--- src/logic/bae_pkg.sv ---
// package for the byte add / and / bit-clear execution datapath
// assumes one core clock, four clocks make one instruction cycle
package bae_pkg;

  // ****************************************
  // instruction word layout
  // ****************************************
  localparam int IW_W        = 14;
  localparam int DW          = 8;
  localparam int AW          = 7;
  localparam int OPC_HI      = 13;
  localparam int OPC_LO      = 8;
  localparam int BYTE_DEST   = 7;
  localparam int BIT_SEL_HI  = 9;
  localparam int BIT_SEL_LO  = 7;
  localparam int ADDR_HI     = 6;
  localparam int LIT_HI      = 7;

  // ****************************************
  // opcode patterns, upper bits of the word
  // ****************************************
  localparam logic [5:0] OPC_ADD_FILE  = 6'h07;
  localparam logic [5:0] OPC_AND_FILE  = 6'h05;
  localparam logic [5:0] OPC_AND_LIT   = 6'h39;
  localparam logic [3:0] OPC_BCLR_TOP  = 4'h4;
  localparam logic       DEST_ACC      = 1'b0;

  // ****************************************
  // i/o port register addresses
  // ****************************************
  localparam logic [AW-1:0] PORT_A_ADDR = 7'h05;
  localparam logic [AW-1:0] PORT_B_ADDR = 7'h06;

  // ****************************************
  // phases and reset values
  // ****************************************
  localparam logic [1:0]    PH_Q1     = 2'h0;
  localparam logic [1:0]    PH_Q2     = 2'h1;
  localparam logic [1:0]    PH_Q3     = 2'h2;
  localparam logic [1:0]    PH_Q4     = 2'h3;
  localparam logic [DW-1:0] ACC_RST   = 8'h00;

  typedef enum logic [2:0] {
    BAE_OP_NONE   = 3'b000,
    BAE_OP_ADDF   = 3'b001,
    BAE_OP_ANDF   = 3'b010,
    BAE_OP_ANDL   = 3'b011,
    BAE_OP_BCLR   = 3'b100
  } bae_op_t;

  typedef struct packed {
    logic carry;
    logic half_carry_flag;
    logic zero;
  } bae_flags_t;

  typedef struct packed {
    logic [AW-1:0] addr;
    logic          rd;
    logic          wr;
    logic [DW-1:0] wdata;
  } bae_file_req_t;

endpackage

--- src/logic/bae_exec.sv ---
// execution datapath: add_acc_to_file, and_acc_with_file,
// and_literal_into_acc, clear_file_bit
// assumes the file port answers read data in the same clock as rd,
// and that instr_i is stable while the phase counter sits in Q1
//
// Operation
// - and_literal_into_acc ands the accumulator with the 8-bit literal and writes it in Q4.
// - add_acc_to_file (00 0111) sums accumulator and file in one cycle, updating C, half-carry, Z.
// - and_acc_with_file (00 0101) ands accumulator and file in one cycle, touching only Z.
// - byte file instructions send the result to the accumulator when d is 0, else to the file.
// - clear_file_bit (01 00bb) zeroes bit b of the file register and leaves all flags alone.
// - each instruction runs decode Q1, read Q2, compute Q3, write Q4.
// - a read of an i/o port register takes the pin levels, not the output latch.
`timescale 1ns/100ps

module bae_exec
  import bae_pkg::*;
(
  input  wire logic                  ref_clk_i,
  input  wire logic                  reset_i,
  input  wire logic [IW_W-1:0]       instr_i,
  input  wire logic [DW-1:0]         file_rdata_i,
  input  wire logic [DW-1:0]         pins_a_i,
  input  wire logic [DW-1:0]         pins_b_i,
  output      bae_file_req_t         file_o,
  output      logic [DW-1:0]         acc_o,
  output      bae_flags_t            flags_o,
  output      logic [1:0]            phase_o,
  output      logic                  done_o
);

  // ****************************************
  // state
  // ****************************************
  typedef struct packed {
    logic [1:0]    phase;
    bae_op_t       op;
    logic          dest;
    logic [2:0]    bit_sel;
    logic [AW-1:0] addr;
    logic [DW-1:0] lit;
    logic [DW-1:0] operand;
    logic [DW-1:0] result;
    bae_flags_t    pend;
    bae_flags_t    flags;
    logic [DW-1:0] acc;
    logic [DW-1:0] pa_meta;
    logic [DW-1:0] pa_sync;
    logic [DW-1:0] pb_meta;
    logic [DW-1:0] pb_sync;
  } bae_state_t;

  bae_state_t st_reg;
  bae_state_t st_next;

  logic [DW:0]   add9;
  logic [4:0]    add5;
  logic          uses_file;
  logic          to_file;
  logic          is_port_a;
  logic          is_port_b;
  logic [DW-1:0] bclr_mask;

  // ****************************************
  // combinational helpers
  // ****************************************
  assign add9      = {1'b0, st_reg.acc} + {1'b0, st_reg.operand};
  assign add5      = {1'b0, st_reg.acc[3:0]} + {1'b0, st_reg.operand[3:0]};
  assign uses_file = (st_reg.op == BAE_OP_ADDF) || (st_reg.op == BAE_OP_ANDF)
                     || (st_reg.op == BAE_OP_BCLR);
  // clear_file_bit always writes back; byte ops follow d
  assign to_file   = (st_reg.op == BAE_OP_BCLR)
                     || (uses_file && (st_reg.dest != DEST_ACC));
  assign is_port_a = (st_reg.addr == PORT_A_ADDR);
  assign is_port_b = (st_reg.addr == PORT_B_ADDR);
  assign bclr_mask = ~(8'h01 << st_reg.bit_sel);

  always_comb begin
    st_next = st_reg;
    // pins come from outside the clock domain: two flops first
    st_next.pa_meta = pins_a_i;
    st_next.pa_sync = st_reg.pa_meta;
    st_next.pb_meta = pins_b_i;
    st_next.pb_sync = st_reg.pb_meta;
    st_next.phase   = st_reg.phase + 2'h1;
    case (st_reg.phase)
      PH_Q1: begin
        // decode
        st_next.dest    = instr_i[BYTE_DEST];
        st_next.bit_sel = instr_i[BIT_SEL_HI:BIT_SEL_LO];
        st_next.addr    = instr_i[ADDR_HI:0];
        st_next.lit     = instr_i[LIT_HI:0];
        if (instr_i[OPC_HI:OPC_LO] == OPC_ADD_FILE) begin
          st_next.op = BAE_OP_ADDF;
        end else if (instr_i[OPC_HI:OPC_LO] == OPC_AND_FILE) begin
          st_next.op = BAE_OP_ANDF;
        end else if (instr_i[OPC_HI:OPC_LO] == OPC_AND_LIT) begin
          st_next.op = BAE_OP_ANDL;
        end else if (instr_i[OPC_HI:OPC_HI-3] == OPC_BCLR_TOP) begin
          st_next.op = BAE_OP_BCLR;
        end else begin
          st_next.op = BAE_OP_NONE;
        end
      end
      PH_Q2: begin
        // read operand; ports give the pin level, not the latch
        if (is_port_a) begin
          st_next.operand = st_reg.pa_sync;
        end else if (is_port_b) begin
          st_next.operand = st_reg.pb_sync;
        end else begin
          st_next.operand = file_rdata_i;
        end
      end
      PH_Q3: begin
        st_next.pend = st_reg.flags;
        case (st_reg.op)
          BAE_OP_ADDF: begin
            st_next.result               = add9[DW-1:0];
            st_next.pend.carry           = add9[DW];
            st_next.pend.half_carry_flag = add5[4];
            st_next.pend.zero            = (add9[DW-1:0] == 8'h00);
          end
          BAE_OP_ANDF: begin
            st_next.result    = st_reg.acc & st_reg.operand;
            st_next.pend.zero = ((st_reg.acc & st_reg.operand) == 8'h00);
          end
          BAE_OP_ANDL: begin
            st_next.result = st_reg.acc & st_reg.lit;
          end
          BAE_OP_BCLR: begin
            st_next.result = st_reg.operand & bclr_mask;
          end
          default: begin
            st_next.result = st_reg.acc;
          end
        endcase
      end
      PH_Q4: begin
        // write back; the file write itself is the file_o.wr strobe
        st_next.flags = st_reg.pend;
        if ((st_reg.op == BAE_OP_ANDL) || (uses_file && !to_file)) begin
          st_next.acc = st_reg.result;
        end
      end
      default: begin
        st_next.phase = PH_Q1;
      end
    endcase
  end

  always_ff @(posedge ref_clk_i) begin
    if (reset_i) begin
      st_reg       <= '0;
      st_reg.phase <= PH_Q1;
      st_reg.op    <= BAE_OP_NONE;
      st_reg.acc   <= ACC_RST;
    end else begin
      st_reg <= st_next;
    end
  end

  // ****************************************
  // outputs
  // ****************************************
  // rd is not issued for port addresses: pins are used instead
  assign file_o.addr  = st_reg.addr;
  assign file_o.rd    = (st_reg.phase == PH_Q2) && uses_file
                        && !is_port_a && !is_port_b;
  assign file_o.wr    = (st_reg.phase == PH_Q4) && to_file;
  assign file_o.wdata = st_reg.result;
  assign acc_o        = st_reg.acc;
  assign flags_o      = st_reg.flags;
  assign phase_o      = st_reg.phase;
  assign done_o       = (st_reg.phase == PH_Q4);
endmodule

--- config.mk ---
export PLATFORM = sky130hd
export DESIGN_NAME = bae_exec
export DESIGN_NICKNAME = d
export VERILOG_FILES = /design/src/logic/bae_pkg.sv /design/src/logic/bae_exec.sv
export SDC_FILE = /design/constraint.sdc
export NUM_CORES = 1
export LEC_CHECK = 0
export BUFFER_PORTS_ARGS = -buffer_cell sky130_fd_sc_hd__clkbuf_2
export CAP_MARGIN = 15
export CORE_ASPECT_RATIO = 0.9
export CORE_UTILIZATION = 51
export DETAILED_ROUTE_END_ITERATION = 16
export PLACE_DENSITY = 0.77
export SYNTH_ARGS = -nofsm -noshare
export SYNTH_HDL_FRONTEND = slang
export SYNTH_SLANG_ARGS = --single-unit
--- constraint.sdc ---
create_clock -name ref_clk_i -period 1.9 [get_ports ref_clk_i]
set_input_delay 0.19 -clock ref_clk_i [delete_from_list [all_inputs] [get_ports ref_clk_i]]
set_output_delay 0.19 -clock ref_clk_i [all_outputs]
set_load 0.05 [all_outputs]
==> metrics.md, run 1 <==
| Metric | Value |
|---|---|
| Outcome | `finished, violations left` |
| Violated checks | `setup timing` |
| Final setup violation count | `5` |
| CTS Hold Buffers Added | `0` |
| Number of instances in the placed design | `619` |
| RSZ-0062 raised after global routing | `yes` |
| Buffer cell driving the clock tree root | `sky130_fd_sc_hd__clkbuf_8` |
| Multiplexer share of the synthesized area | `0.06013` |
| Num Clock Sinks | `77` |
| Remaining antenna violation count | `0` |
| Number of max-slew violations in the final report | `0` |
| Max Cap Violations | `0` |
| Clock tree from TritonCTS | `done` |
| Synth Area in Adders | `0.04510` |
| Type of origin of the critical path | `flop` |
| Global-route wire length before repair | `15.47 mm` |
| Number of global-route vias before repair | `3174` |
| Clock latency on the worst-skew pair | `0.36 ns` |
| Period utilisation layout | `1.063` |
| Die height | `85.97 µm` |
| Total length of routed wires | `10.11 mm` |
| Synth Warn # | `0` |
| Leak Pwr | `2.150 nW` |
| Cell variety after synth | `54` |
| Clock transition time at the flip-flop clock pins of the worst setup and hold paths | `0.09 ns` |
| Asr flop ratio synth | `0` |
| Biggest fanout along the worst timing path | `2` |
| Site row count | `30` |
| Number of filler instances in the final layout | `606` |
| Detailed-route DRC error count | `0` |
| Most common flop cell mapped by yosys | `sky130_fd_sc_hd__dfxtp_1` |
| Combinational family with the most area after synthesis | `simple AND/OR/NAND/NOR gates` |
| Cells after Synth | `460` |
| Via-per-instance ratio | `5.596` |
| Routed length per instance | `15.85 µm` |
| Worst Max-Slew Pin Slew | `0.8383 ns` |
| Power per Cell Area | `762.5 nW/µm²` |
| Syn_nets | `513` |
| Signed area change from the synthesized netlist to the final layout | `24.21%` |
| Count of input and output buffers | `70` |
| Share of synthesized cell area in and, or, nand and nor gates | `0.2424` |
| Aggregate global-route resource usage | `0.2478` |
| Die area | `8192 µm²` |
| Peak supply drop | `0.5000 mV` |
| Count of endpoints failing hold in the final timing report | `0` |
| Number of cells on the worst reg-to-reg path | `6` |
| Final GP Congestion | `0.9556` |
| Final-layout setup total negative slack | `-0.2970 ns` |
| Worst min-delay path class | `in2reg` |
| Clock skew after layout | `0.009959 ns` |
| Least setup slack across all paths after layout | `-0.1193 ns` |
| First-pass iteration count of the detailed router | `6` |
| Critical path class | `reg2reg` |
| Starting density of the core | `0.5295` |
| Number of standard cells in the final layout excluding fillers | `638` |
| Crit-path max cell delay | `0.44 ns` |
| CTS H-tree lvls | `3` |
| Xor/xnor share of the synthesized area | `0.01315` |
| End point of the most critical hold path | `st_next[7]` |
| I/O pin count | `71` |
| Required arrival time at the worst endpoint | `2.21 ns` |
| Critical path endpoint category | `flop` |
| Headroom to the max-slew limit | `0.4411` |
| Data arrival time of the critical path | `2.33 ns` |
| Placeable core region | `7545 µm²` |
| Largest register FFs | `34` |
| Max stage delay cell, worst path | `sky130_fd_sc_hd__fa_2` |
| Worst path cell trace | `ha_4, fa_2, nor4_1, or4bb_1, nor3_2, a31o_2` |
| Antenna Diode Count | `0` |
| Maximum clock path buffer count | `2` |
| Achievable clock frequency | `0.4952 GHz` |
| Worst hold path depth | `2` |
| Worst min-delay path startpoint | `pins_b_i[7]` |
| Synthesis-stage register bit count | `77` |
| Area fraction in compound gates after synthesis | `0.1644` |
| Vias | `3570` |
| Mapped cell area | `3995 µm²` |
| Reg2Reg Launch Point | `st_reg[54]` |
| Flop2flop setup slack | `-0.12 ns` |
| Fraction of layout instances using a drive strength above 1 | `0.3321` |
| Minimum period implied by the final worst setup slack | `2.019 ns` |
| Worst flop-to-flop path endpoint | `st_reg[43]` |
| Number of synthesized flops with an enable pin | `0` |
| Number of DRC violations after detailed-routing iteration 0 | `255` |
| Final nets | `590` |
| Overall overflow remaining after global route | `0` |
| HPWL reported at the end of detailed placement | `7.289 mm` |
| Average footprint of a synthesized cell | `8.685 µm²` |
| Sequential cell area fraction in the yosys report | `0.3858` |
| Die Wd | `95.30 µm` |
| Number of antenna violations at the first check in global routing | `0` |
| CTS buffer count | `9` |
| Largest net degree at the start of global routing | `46` |
==> where the power goes <==
group | switching (mW) | internal, mW | total [mW]
clock | 0.706 | 0.641 | 1.35
combinational | 0.415 | 0.265 | 0.680
sequential | 0.0598 | 1.70 | 1.76
==> routing by layer <==
metal	part of all wire	global-route usage	up-vias	routed length (µm)
met5	0	0	-	0
met4	0.016	0.07576	0	165
met3	0.061	0.05762	17	618
met2	0.45	0.3792	131	4577
met1	0.47	0.3443	1659	4751
li1	-	-	1763	-
==> how the worst max path moves through the flow <==
stage                           from    endpoint  cells after the start
after detailed placement    acc_o[0]   file_o[6]                      7
after global routing      st_reg[54]  st_reg[43]                      6
after floorplan             acc_o[0]   file_o[6]                      7
after CTS                 st_reg[54]   file_o[6]                      7
final                     st_reg[54]  st_reg[43]                      6
after global placement    st_reg[54]   file_o[6]                      7
==> worst max-delay path, delay by kind of cell, from the launching register on <==
kind	cells	cell delay [ns]
flops	1	0.37
compound gates	1	0.18
fa+ha+maj	2	0.59
simple gates	3	0.84
==> synth_stat cells, types with 4 or more instances <==
library cell	number	area [µm²]
sky130_fd_sc_hd__a22oi_1	4	30.03
sky130_fd_sc_hd__a211oi_1	10	75.07
sky130_fd_sc_hd__clkbuf_1	19	71.32
sky130_fd_sc_hd__inv_1	6	22.52
sky130_fd_sc_hd__nor2b_1	38	237.7
sky130_fd_sc_hd__o221ai_1	8	70.07
sky130_fd_sc_hd__buf_4	28	210.2
sky130_fd_sc_hd__o311a_1	8	80.08
sky130_fd_sc_hd__dfxtp_1	77	1541
sky130_fd_sc_hd__nand2_1	18	67.56
sky130_fd_sc_hd__nor3_1	10	50.05
sky130_fd_sc_hd__o21ai_0	8	40.04
sky130_fd_sc_hd__nand3_1	17	85.08
sky130_fd_sc_hd__buf_1	8	30.03
sky130_fd_sc_hd__a21oi_1	26	130.1
sky130_fd_sc_hd__mux2i_1	24	240.2
sky130_fd_sc_hd__nor3b_1	4	30.03
sky130_fd_sc_hd__nor4_1	4	25.02
sky130_fd_sc_hd__nor2_1	53	198.9
sky130_fd_sc_hd__ha_1	12	150.1
sky130_fd_sc_hd__a311oi_1	6	52.55
sky130_fd_sc_hd__nand2b_1	22	137.6
==> layout by cell type, fill, tap and decap left out, types with 4 or more instances in the layout <==
cell,netlist,layout
sky130_fd_sc_hd__dfxtp_1,77,69
sky130_fd_sc_hd__clkbuf_2,0,68
sky130_fd_sc_hd__nor2_1,53,52
sky130_fd_sc_hd__buf_4,28,51
sky130_fd_sc_hd__nor2b_1,38,37
sky130_fd_sc_hd__mux2i_1,24,24
sky130_fd_sc_hd__nand2b_1,22,22
sky130_fd_sc_hd__a21oi_1,26,22
sky130_fd_sc_hd__nand3_1,17,17
sky130_fd_sc_hd__nand2_1,18,17
sky130_fd_sc_hd__a211oi_1,10,9
sky130_fd_sc_hd__ha_1,12,9
sky130_fd_sc_hd__clkbuf_8,0,9
sky130_fd_sc_hd__o21ai_0,8,8
sky130_fd_sc_hd__o311a_1,8,8
sky130_fd_sc_hd__dfxtp_2,0,8
sky130_fd_sc_hd__nor3_1,10,7
sky130_fd_sc_hd__o221ai_2,0,7
sky130_fd_sc_hd__inv_1,6,6
sky130_fd_sc_hd__a311oi_1,6,6
sky130_fd_sc_hd__a21oi_2,0,4
sky130_fd_sc_hd__nor3b_1,4,4
sky130_fd_sc_hd__a22oi_1,4,4
sky130_fd_sc_hd__nor4_1,4,4
==> per-stage QoR <==
stage / hold slack (ns) / utilization / cell area (µm²) / total power [mW] / setup slack, ns
2_1_floorplan: 0.3182 / - / 4028 / 2.255 / -0.03138
3_3_place_gp: 0.3976 / 0.6045 / 4561 / 2.403 / -0.1291
3_5_place_dp: 0.4029 / 0.6045 / 4561 / 2.423 / -0.2051
4_1_cts: 0.02822 / 0.6438 / 4857 / 3.768 / -0.1111
5_1_grt: 0.02283 / 0.6577 / 4962 / 3.941 / -0.1948
6_report: 0.03077 / 0.6577 / 4962 / 3.784 / -0.1193
==> cell families after synthesis <==
| family | Yosys count |
|---|---|
| flip-flops | 77 |
| adder cells (fa/ha/maj) | 14 |
| buffers and inverters | 64 |
| AND/OR/NAND/NOR | 182 |
| XOR/XNOR | 6 |
| AO/OA/AOI/OAI | 93 |
| multiplexers | 24 |
==> final cells by class <==
class | count | area [µm²] | area share
clock buffers | 9 | 123.9 | 0.02496
well taps | 96 | 120.1 | 0.02421
flip-flops and latches | 77 | 1551 | 0.3127
clock inverters | 7 | 91.34 | 0.01841
inverters | 6 | 22.52 | 0.004539
repair buffers | 124 | 782.0 | 0.1576
multi-input cells | 319 | 2271 | 0.4576
==> repair_timing <==
action	in CTS	in global routing
endpoints found under the setup margin	13	15
pin swaps	4	7
resized for setup	18	24
setup buffers	1	1
cloned	0	1
No activity file was read; power rests on OpenSTA's default activity.
==> run 2, diff against run 1 <==
==> constraint.sdc (replaced) <==
create_clock -name ref_clk_i -period 1.73 [get_ports ref_clk_i]
set_input_delay 0.173 -clock ref_clk_i [delete_from_list [all_inputs] [get_ports ref_clk_i]]
set_output_delay 0.173 -clock ref_clk_i [all_outputs]
set_load 0.05 [all_outputs]
==> run 2 against run 1 <==
  * The run still ends with setup timing left
  * Critical endpoint is now file_o[6]
  * Clock skew barely moved
  * Critical path depth rose by 1
  * Critical path type unchanged
  * Highest routed layer unchanged
  * Hold slack got worse by 0.017 ns
  * Largest cell class unchanged
  * Non-clock buffer count rose by 14
==> metrics.md, run 2 (synthesized netlist as in run 1, its figures left out) <==
| Metric | Value |
|---|---|
| Outcome | `finished, violations left` |
| Violated checks | `setup timing` |
| Buffer cell driving the clock tree root | `sky130_fd_sc_hd__clkbuf_8` |
| Die area | `8192 µm²` |
| Final-layout setup total negative slack | `-2.825 ns` |
| Period utilisation layout | `1.178` |
| Largest net degree at the start of global routing | `78` |
| Placeable core region | `7545 µm²` |
| Multi-input combinational cell area | `2416 µm²` |
| HPWL reported at the end of detailed placement | `7.378 mm` |
| Peak supply drop | `0.6108 mV` |
| Worst min-delay path class | `in2reg` |
| Remaining antenna violation count | `0` |
| Maximum clock path buffer count | `2` |
| RSZ-0062 raised after global routing | `yes` |
| Overall overflow remaining after global route | `0` |
| Count of endpoints failing hold in the final timing report | `0` |
| Clock skew after layout | `0.009473 ns` |
| Clock transition time at the flip-flop clock pins of the worst setup and hold paths | `0.09 ns` |
| Headroom to the max-slew limit | `0.7161` |
| Total Power | `4.192 mW` |
| Fin area | `5280 µm²` |
| Worst path cell trace | `ha_4, fa_2, a211oi_2, or4b_1, o2111ai_2, a2111oi_2, a2111oi_1` |
| Global-route wire length before repair | `16.62 mm` |
| CTS buffer count | `9` |
| First-pass iteration count of the detailed router | `5` |
| Number of filler instances in the final layout | `585` |
| Crit-path max cell delay | `0.37 ns` |
| Max Cap Violations | `0` |
| Max stage delay cell, worst path | `sky130_fd_sc_hd__fa_2` |
| Routed length per instance | `15.87 µm` |
| Worst slack on hold paths | `0.01395 ns` |
| I/O pin count | `71` |
| Aggregate global-route resource usage | `0.2686` |
| Minimum period implied by the final worst setup slack | `2.037 ns` |
| Commonest non-fill, non-tap cells in the layout | `sky130_fd_sc_hd__clkbuf_2, sky130_fd_sc_hd__dfxtp_1, sky130_fd_sc_hd__buf_4, sky130_fd_sc_hd__nor2_1, sky130_fd_sc_hd__nor2b_1` |
| Num Clock Sinks | `77` |
| Via-per-instance ratio | `5.618` |
| Clock tree from TritonCTS | `done` |
| Starting density of the core | `0.5295` |
| Required arrival time at the worst endpoint | `1.97 ns` |
| CP top delay family | `compound AO/OA/AOI/OAI gates` |
| Critical path endpoint category | `flop` |
| Least setup slack across all paths after layout | `-0.3073 ns` |
| Final nets | `604` |
| WP buf/inv | `0` |
| Biggest fanout along the worst timing path | `3` |
| Number of antenna violations at the first check in global routing | `0` |
| Leak Pwr | `2.256 nW` |
| Final setup violation count | `18` |
| Type of origin of the critical path | `flop` |
| Total length of routed wires | `10.35 mm` |
| Count of input and output buffers | `70` |
| Die height | `85.97 µm` |
| Most common cell after layout, fill and taps aside | `sky130_fd_sc_hd__clkbuf_2` |
| Instance area after placement | `4705 µm²` |
| Data arrival time of the critical path | `2.28 ns` |
| Final GP Congestion | `0.8822` |
| Signed area change from the synthesized netlist to the final layout | `32.16%` |
| CTS H-tree lvls | `3` |
| Number of global-route vias before repair | `3334` |
| Vias | `3663` |
| Fraction of layout instances using a drive strength above 1 | `0.3885` |
| Die Wd | `95.30 µm` |
| Area taken by flip-flops and latches | `1569 µm²` |
| Detailed-route DRC error count | `0` |
| Largest register FFs | `34` |
| Worst Max-Slew Pin Slew | `0.4250 ns` |
| Critical path class | `reg2reg` |
| Number of max-slew violations in the final report | `0` |
| Number of DRC violations after detailed-routing iteration 0 | `259` |
| Achievable clock frequency | `0.4908 GHz` |
| Worst Setup Slack post-DPL | `-0.3528 ns` |
| Clock latency on the worst-skew pair | `0.36 ns` |
| Site row count | `30` |
| Antenna Diode Count | `0` |
| Power per Cell Area | `793.9 nW/µm²` |
run 2: cell types whose count changed in the layout (fill, tap and decap cells not counted), moves of 4 or more:
cell,before,now
sky130_fd_sc_hd__ha_4,2,6
sky130_fd_sc_hd__buf_4,51,60
sky130_fd_sc_hd__ha_1,9,5
sky130_fd_sc_hd__a21oi_1,22,18
sky130_fd_sc_hd__dfxtp_4,0,4
sky130_fd_sc_hd__dfxtp_1,69,63
run 2: layout make-up:
| cell class | instances | share of cell area |
|---|---|---|
| multi-input combinational | 319 | 0.4576 |
| sequential | 77 | 0.2972 |
| timing repair buffer | 138 | 0.1770 |
| clock buffer | 9 | 0.02346 |
| tap | 96 | 0.02275 |
| clock inverter | 7 | 0.01777 |
| inverter | 6 | 0.004265 |
run 2: where the power goes:
group / internal (mW) / leakage [nW] / switching (mW) / total (mW)
clock: 0.706 / 0.107 / 0.767 / 1.47
sequential: 1.86 / 0.640 / 0.0647 / 1.92
combinational: 0.319 / 1.51 / 0.476 / 0.795
total: 2.88 / 2.26 / 1.31 / 4.19
run 2: worst paths after layout:
kind	cells after the start	slack, ns	from	endpoint
worst min register to register	1	0.43	st_next[2]	st_reg[2]
worst min-delay path	2	0.01	pins_b_i[5]	st_next[5]
worst max register to register	7	-0.31	acc_o[0]	file_o[6]
worst max-delay path	7	-0.31	acc_o[0]	file_o[6]
run 2: layer usage:
metal  GRT usage  vias to the layer above  part of all wire
met4     0.08402                        0             0.014
met5           0                        -                 0
met3     0.05408                       19             0.070
met2      0.4130                      150              0.46
met1      0.3756                     1704              0.45
li1            -                     1790                 -
run 2: repair_timing:
| action | CTS | global route |
|---|---|---|
| endpoints found under the setup margin | 19 | 20 |
| pin swaps | 19 | 13 |
| buffers inserted | 2 | 3 |
| hold buffers | 2 | 0 |
| endpoints found under the hold margin | 2 | 0 |
| resized for setup | 38 | 33 |
run 2: per-stage QoR:
step	utilization	std cells
finish	0.6998	652
global route	0.6998	652
CTS	0.6788	649
detailed placement	0.6235	630
global placement	0.6235	630
floorplan	-	460
==> run 3, diff against run 2 <==
--- a/config.mk
+++ b/config.mk
@@ -11,6 +11,7 @@
 export CORE_UTILIZATION = 51
 export DETAILED_ROUTE_END_ITERATION = 16
 export PLACE_DENSITY = 0.77
+export SETUP_SLACK_MARGIN = 0.05
 export SYNTH_ARGS = -nofsm -noshare
 export SYNTH_HDL_FRONTEND = slang
 export SYNTH_SLANG_ARGS = --single-unit
==> run 3 against run 2 <==
  * The flow still finishes with violations (setup timing)
  * Sequential share of layout area down 0.21 points
  * Critical path depth is the same
  * Fmax down 2.7%
  * Critical path type unchanged
  * Wire length rose by 6.7%
  * Highest routed layer unchanged
  * Clock skew is 0.00061 ns lower
  * Critical endpoint unchanged
  * Via count rose by 1.5%
  * Flip-flop and latch count stayed put
  * Hold slack gained 0.0063 ns
  * Global-route usage down 0.18 points
==> metrics.md, run 3 (synthesized netlist as in run 1, its figures left out) <==
| Metric | Value |
|---|---|
| Remaining antenna violation count | `0` |
| Worst path cell trace | `ha_4, fa_2, a211oi_4, or4b_4, o2111ai_4, a2111oi_4, a2111oi_2` |
| Max stage delay cell, worst path | `sky130_fd_sc_hd__a2111oi_4` |
| Minimum period implied by the final worst setup slack | `2.094 ns` |
| Number of antenna violations at the first check in global routing | `0` |
| GR met2 Demand/Resource | `0.4247` |
| Final GP Congestion | `0.8523` |
| Largest register FFs | `34` |
| RSZ-0062 raised after global routing | `yes` |
| Via-per-instance ratio | `5.649` |
| Clock transition time at the flip-flop clock pins of the worst setup and hold paths | `0.08 ns` |
| Total length of routed wires | `11.05 mm` |
| Commonest non-fill, non-tap cells in the layout | `sky130_fd_sc_hd__clkbuf_2, sky130_fd_sc_hd__buf_4, sky130_fd_sc_hd__dfxtp_1, sky130_fd_sc_hd__nor2_1, sky130_fd_sc_hd__nor2b_1` |
| Count of input and output buffers | `70` |
| Starting density of the core | `0.5295` |
| CTS buffer count | `9` |
| Final nets | `611` |
| Period utilisation layout | `1.210` |
| Biggest fanout along the worst timing path | `2` |
| CP top delay family | `compound AO/OA/AOI/OAI gates` |
| Violated checks | `setup timing` |
| HPWL reported at the end of detailed placement | `7.638 mm` |
| CTS H-tree lvls | `3` |
| Achievable clock frequency | `0.4776 GHz` |
| Met1 Use GR | `0.3693` |
| Maximum clock path buffer count | `2` |
| Least setup slack across all paths after layout | `-0.3638 ns` |
| First-pass iteration count of the detailed router | `5` |
| I/O pin count | `71` |
| Fraction of layout instances using a drive strength above 1 | `0.4110` |
| Clock latency on the worst-skew pair | `0.36 ns` |
| Vias | `3717` |
| Global-route wire length before repair | `16.55 mm` |
| Overall overflow remaining after global route | `0` |
| Max Cap Violations | `0` |
| Signed area change from the synthesized netlist to the final layout | `33.76%` |
| Headroom to the max-slew limit | `0.6618` |
| Number of DRC violations after detailed-routing iteration 0 | `280` |
| Die area | `8192 µm²` |
| WP buf/inv | `0` |
| Number of global-route vias before repair | `3389` |
| Met3 Usage GRT | `0.06206` |
| Buffer cell driving the clock tree root | `sky130_fd_sc_hd__clkbuf_8` |
| Count of endpoints failing hold in the final timing report | `0` |
| Worst Max-Slew Pin Slew | `0.5073 ns` |
| Power per Cell Area | `747.2 nW/µm²` |
| Crit-path max cell delay | `0.40 ns` |
| Number of max-slew violations in the final report | `0` |
| Largest net degree at the start of global routing | `47` |
| Number of standard cells in the final layout excluding fillers | `658` |
| Routed length per instance | `16.79 µm` |
| CTS Hold Buffers Added | `0` |
| Aggregate global-route resource usage | `0.2668` |
| Detailed-route DRC error count | `0` |
| Core utilization of the finished layout | `0.7083` |
| Outcome | `finished, violations left` |
| Critical path endpoint category | `flop` |
| Clock tree from TritonCTS | `done` |
| Antenna Diode Count | `0` |
| Most common cell after layout, fill and taps aside | `sky130_fd_sc_hd__clkbuf_2` |
| Num Clock Sinks | `77` |
| Die height | `85.97 µm` |
| Site row count | `30` |
| Die Wd | `95.30 µm` |
| Worst min-delay path class | `in2reg` |
| Type of origin of the critical path | `flop` |
| Placeable core region | `7545 µm²` |
| Final setup violation count | `17` |
| Most utilized layer in the global route result | `met2` |
| Leak Pwr | `2.306 nW` |
| Clock skew after layout | `0.008864 ns` |
| Peak supply drop | `0.6973 mV` |
| Number of instances in the placed design | `630` |
| Data arrival time of the critical path | `2.31 ns` |
| Critical path class | `reg2reg` |
| Required arrival time at the worst endpoint | `1.95 ns` |
==> run 3: cell count changes in the layout (fill, tap and decap cells not counted), moves of 3 or more <==
cell,change
sky130_fd_sc_hd__buf_6,+5
sky130_fd_sc_hd__buf_4,+4
sky130_fd_sc_hd__nor3_1,-4
sky130_fd_sc_hd__nor3_2,+3
==> run 3: per-layer routing <==
metal,wire [µm],part of all wire
met1,5057,0.46
met4,135,0.012
met5,0,0
met2,5122,0.46
met3,731,0.066
==> run 3: area by class of cell <==
class | instances | area, µm²
clock inverters | 6 | 45.04
flip-flops and latches | 77 | 1577
fillers | 594 | 2201
repair buffers | 145 | 991.0
multi-input cells | 319 | 2465
inverters | 6 | 22.52
well taps | 96 | 120.1
clock buffers | 9 | 123.9
==> run 3: stage by stage <==
stage	hold slack, ns	instance area, µm²	power [mW]	setup TNS, ns	setup WS, ns
2_1_floorplan	0.3012	4075	2.483	-1.980	-0.2209
3_3_place_gp	0.3805	4708	2.666	-2.770	-0.3264
3_5_place_dp	0.3849	4708	2.686	-3.318	-0.3727
4_1_cts	0.01251	5059	3.930	-3.128	-0.3530
5_1_grt	0.004978	5344	4.165	-3.680	-0.4551
6_report	0.02022	5344	3.993	-2.625	-0.3638
==> run 3: final timing paths <==
| path | start | end | slack, ns | cells past startpoint |
|---|---|---|---|---|
| setup / recovery | acc_o[0] | file_o[6] | -0.36 | 7 |
| hold / removal | pins_a_i[7] | st_next[23] | 0.02 | 2 |
| setup reg to reg | acc_o[0] | file_o[6] | -0.36 | 7 |
| hold reg to reg | st_next[2] | st_reg[2] | 0.44 | 1 |
==> run 3: where the power goes <==
part	total (mW)	internal [mW]	switching, mW
Combinational	0.823	0.335	0.488
Sequential	1.93	1.86	0.0697
Clock	1.24	0.526	0.715
Total	3.99	2.72	1.27
==> run 3: repair_timing <==
item	in CTS	in global routing
buffers inserted	2	11
pin swaps	20	17
gates cloned	0	0
resized for setup	45	40
endpoints found under the setup margin	23	21
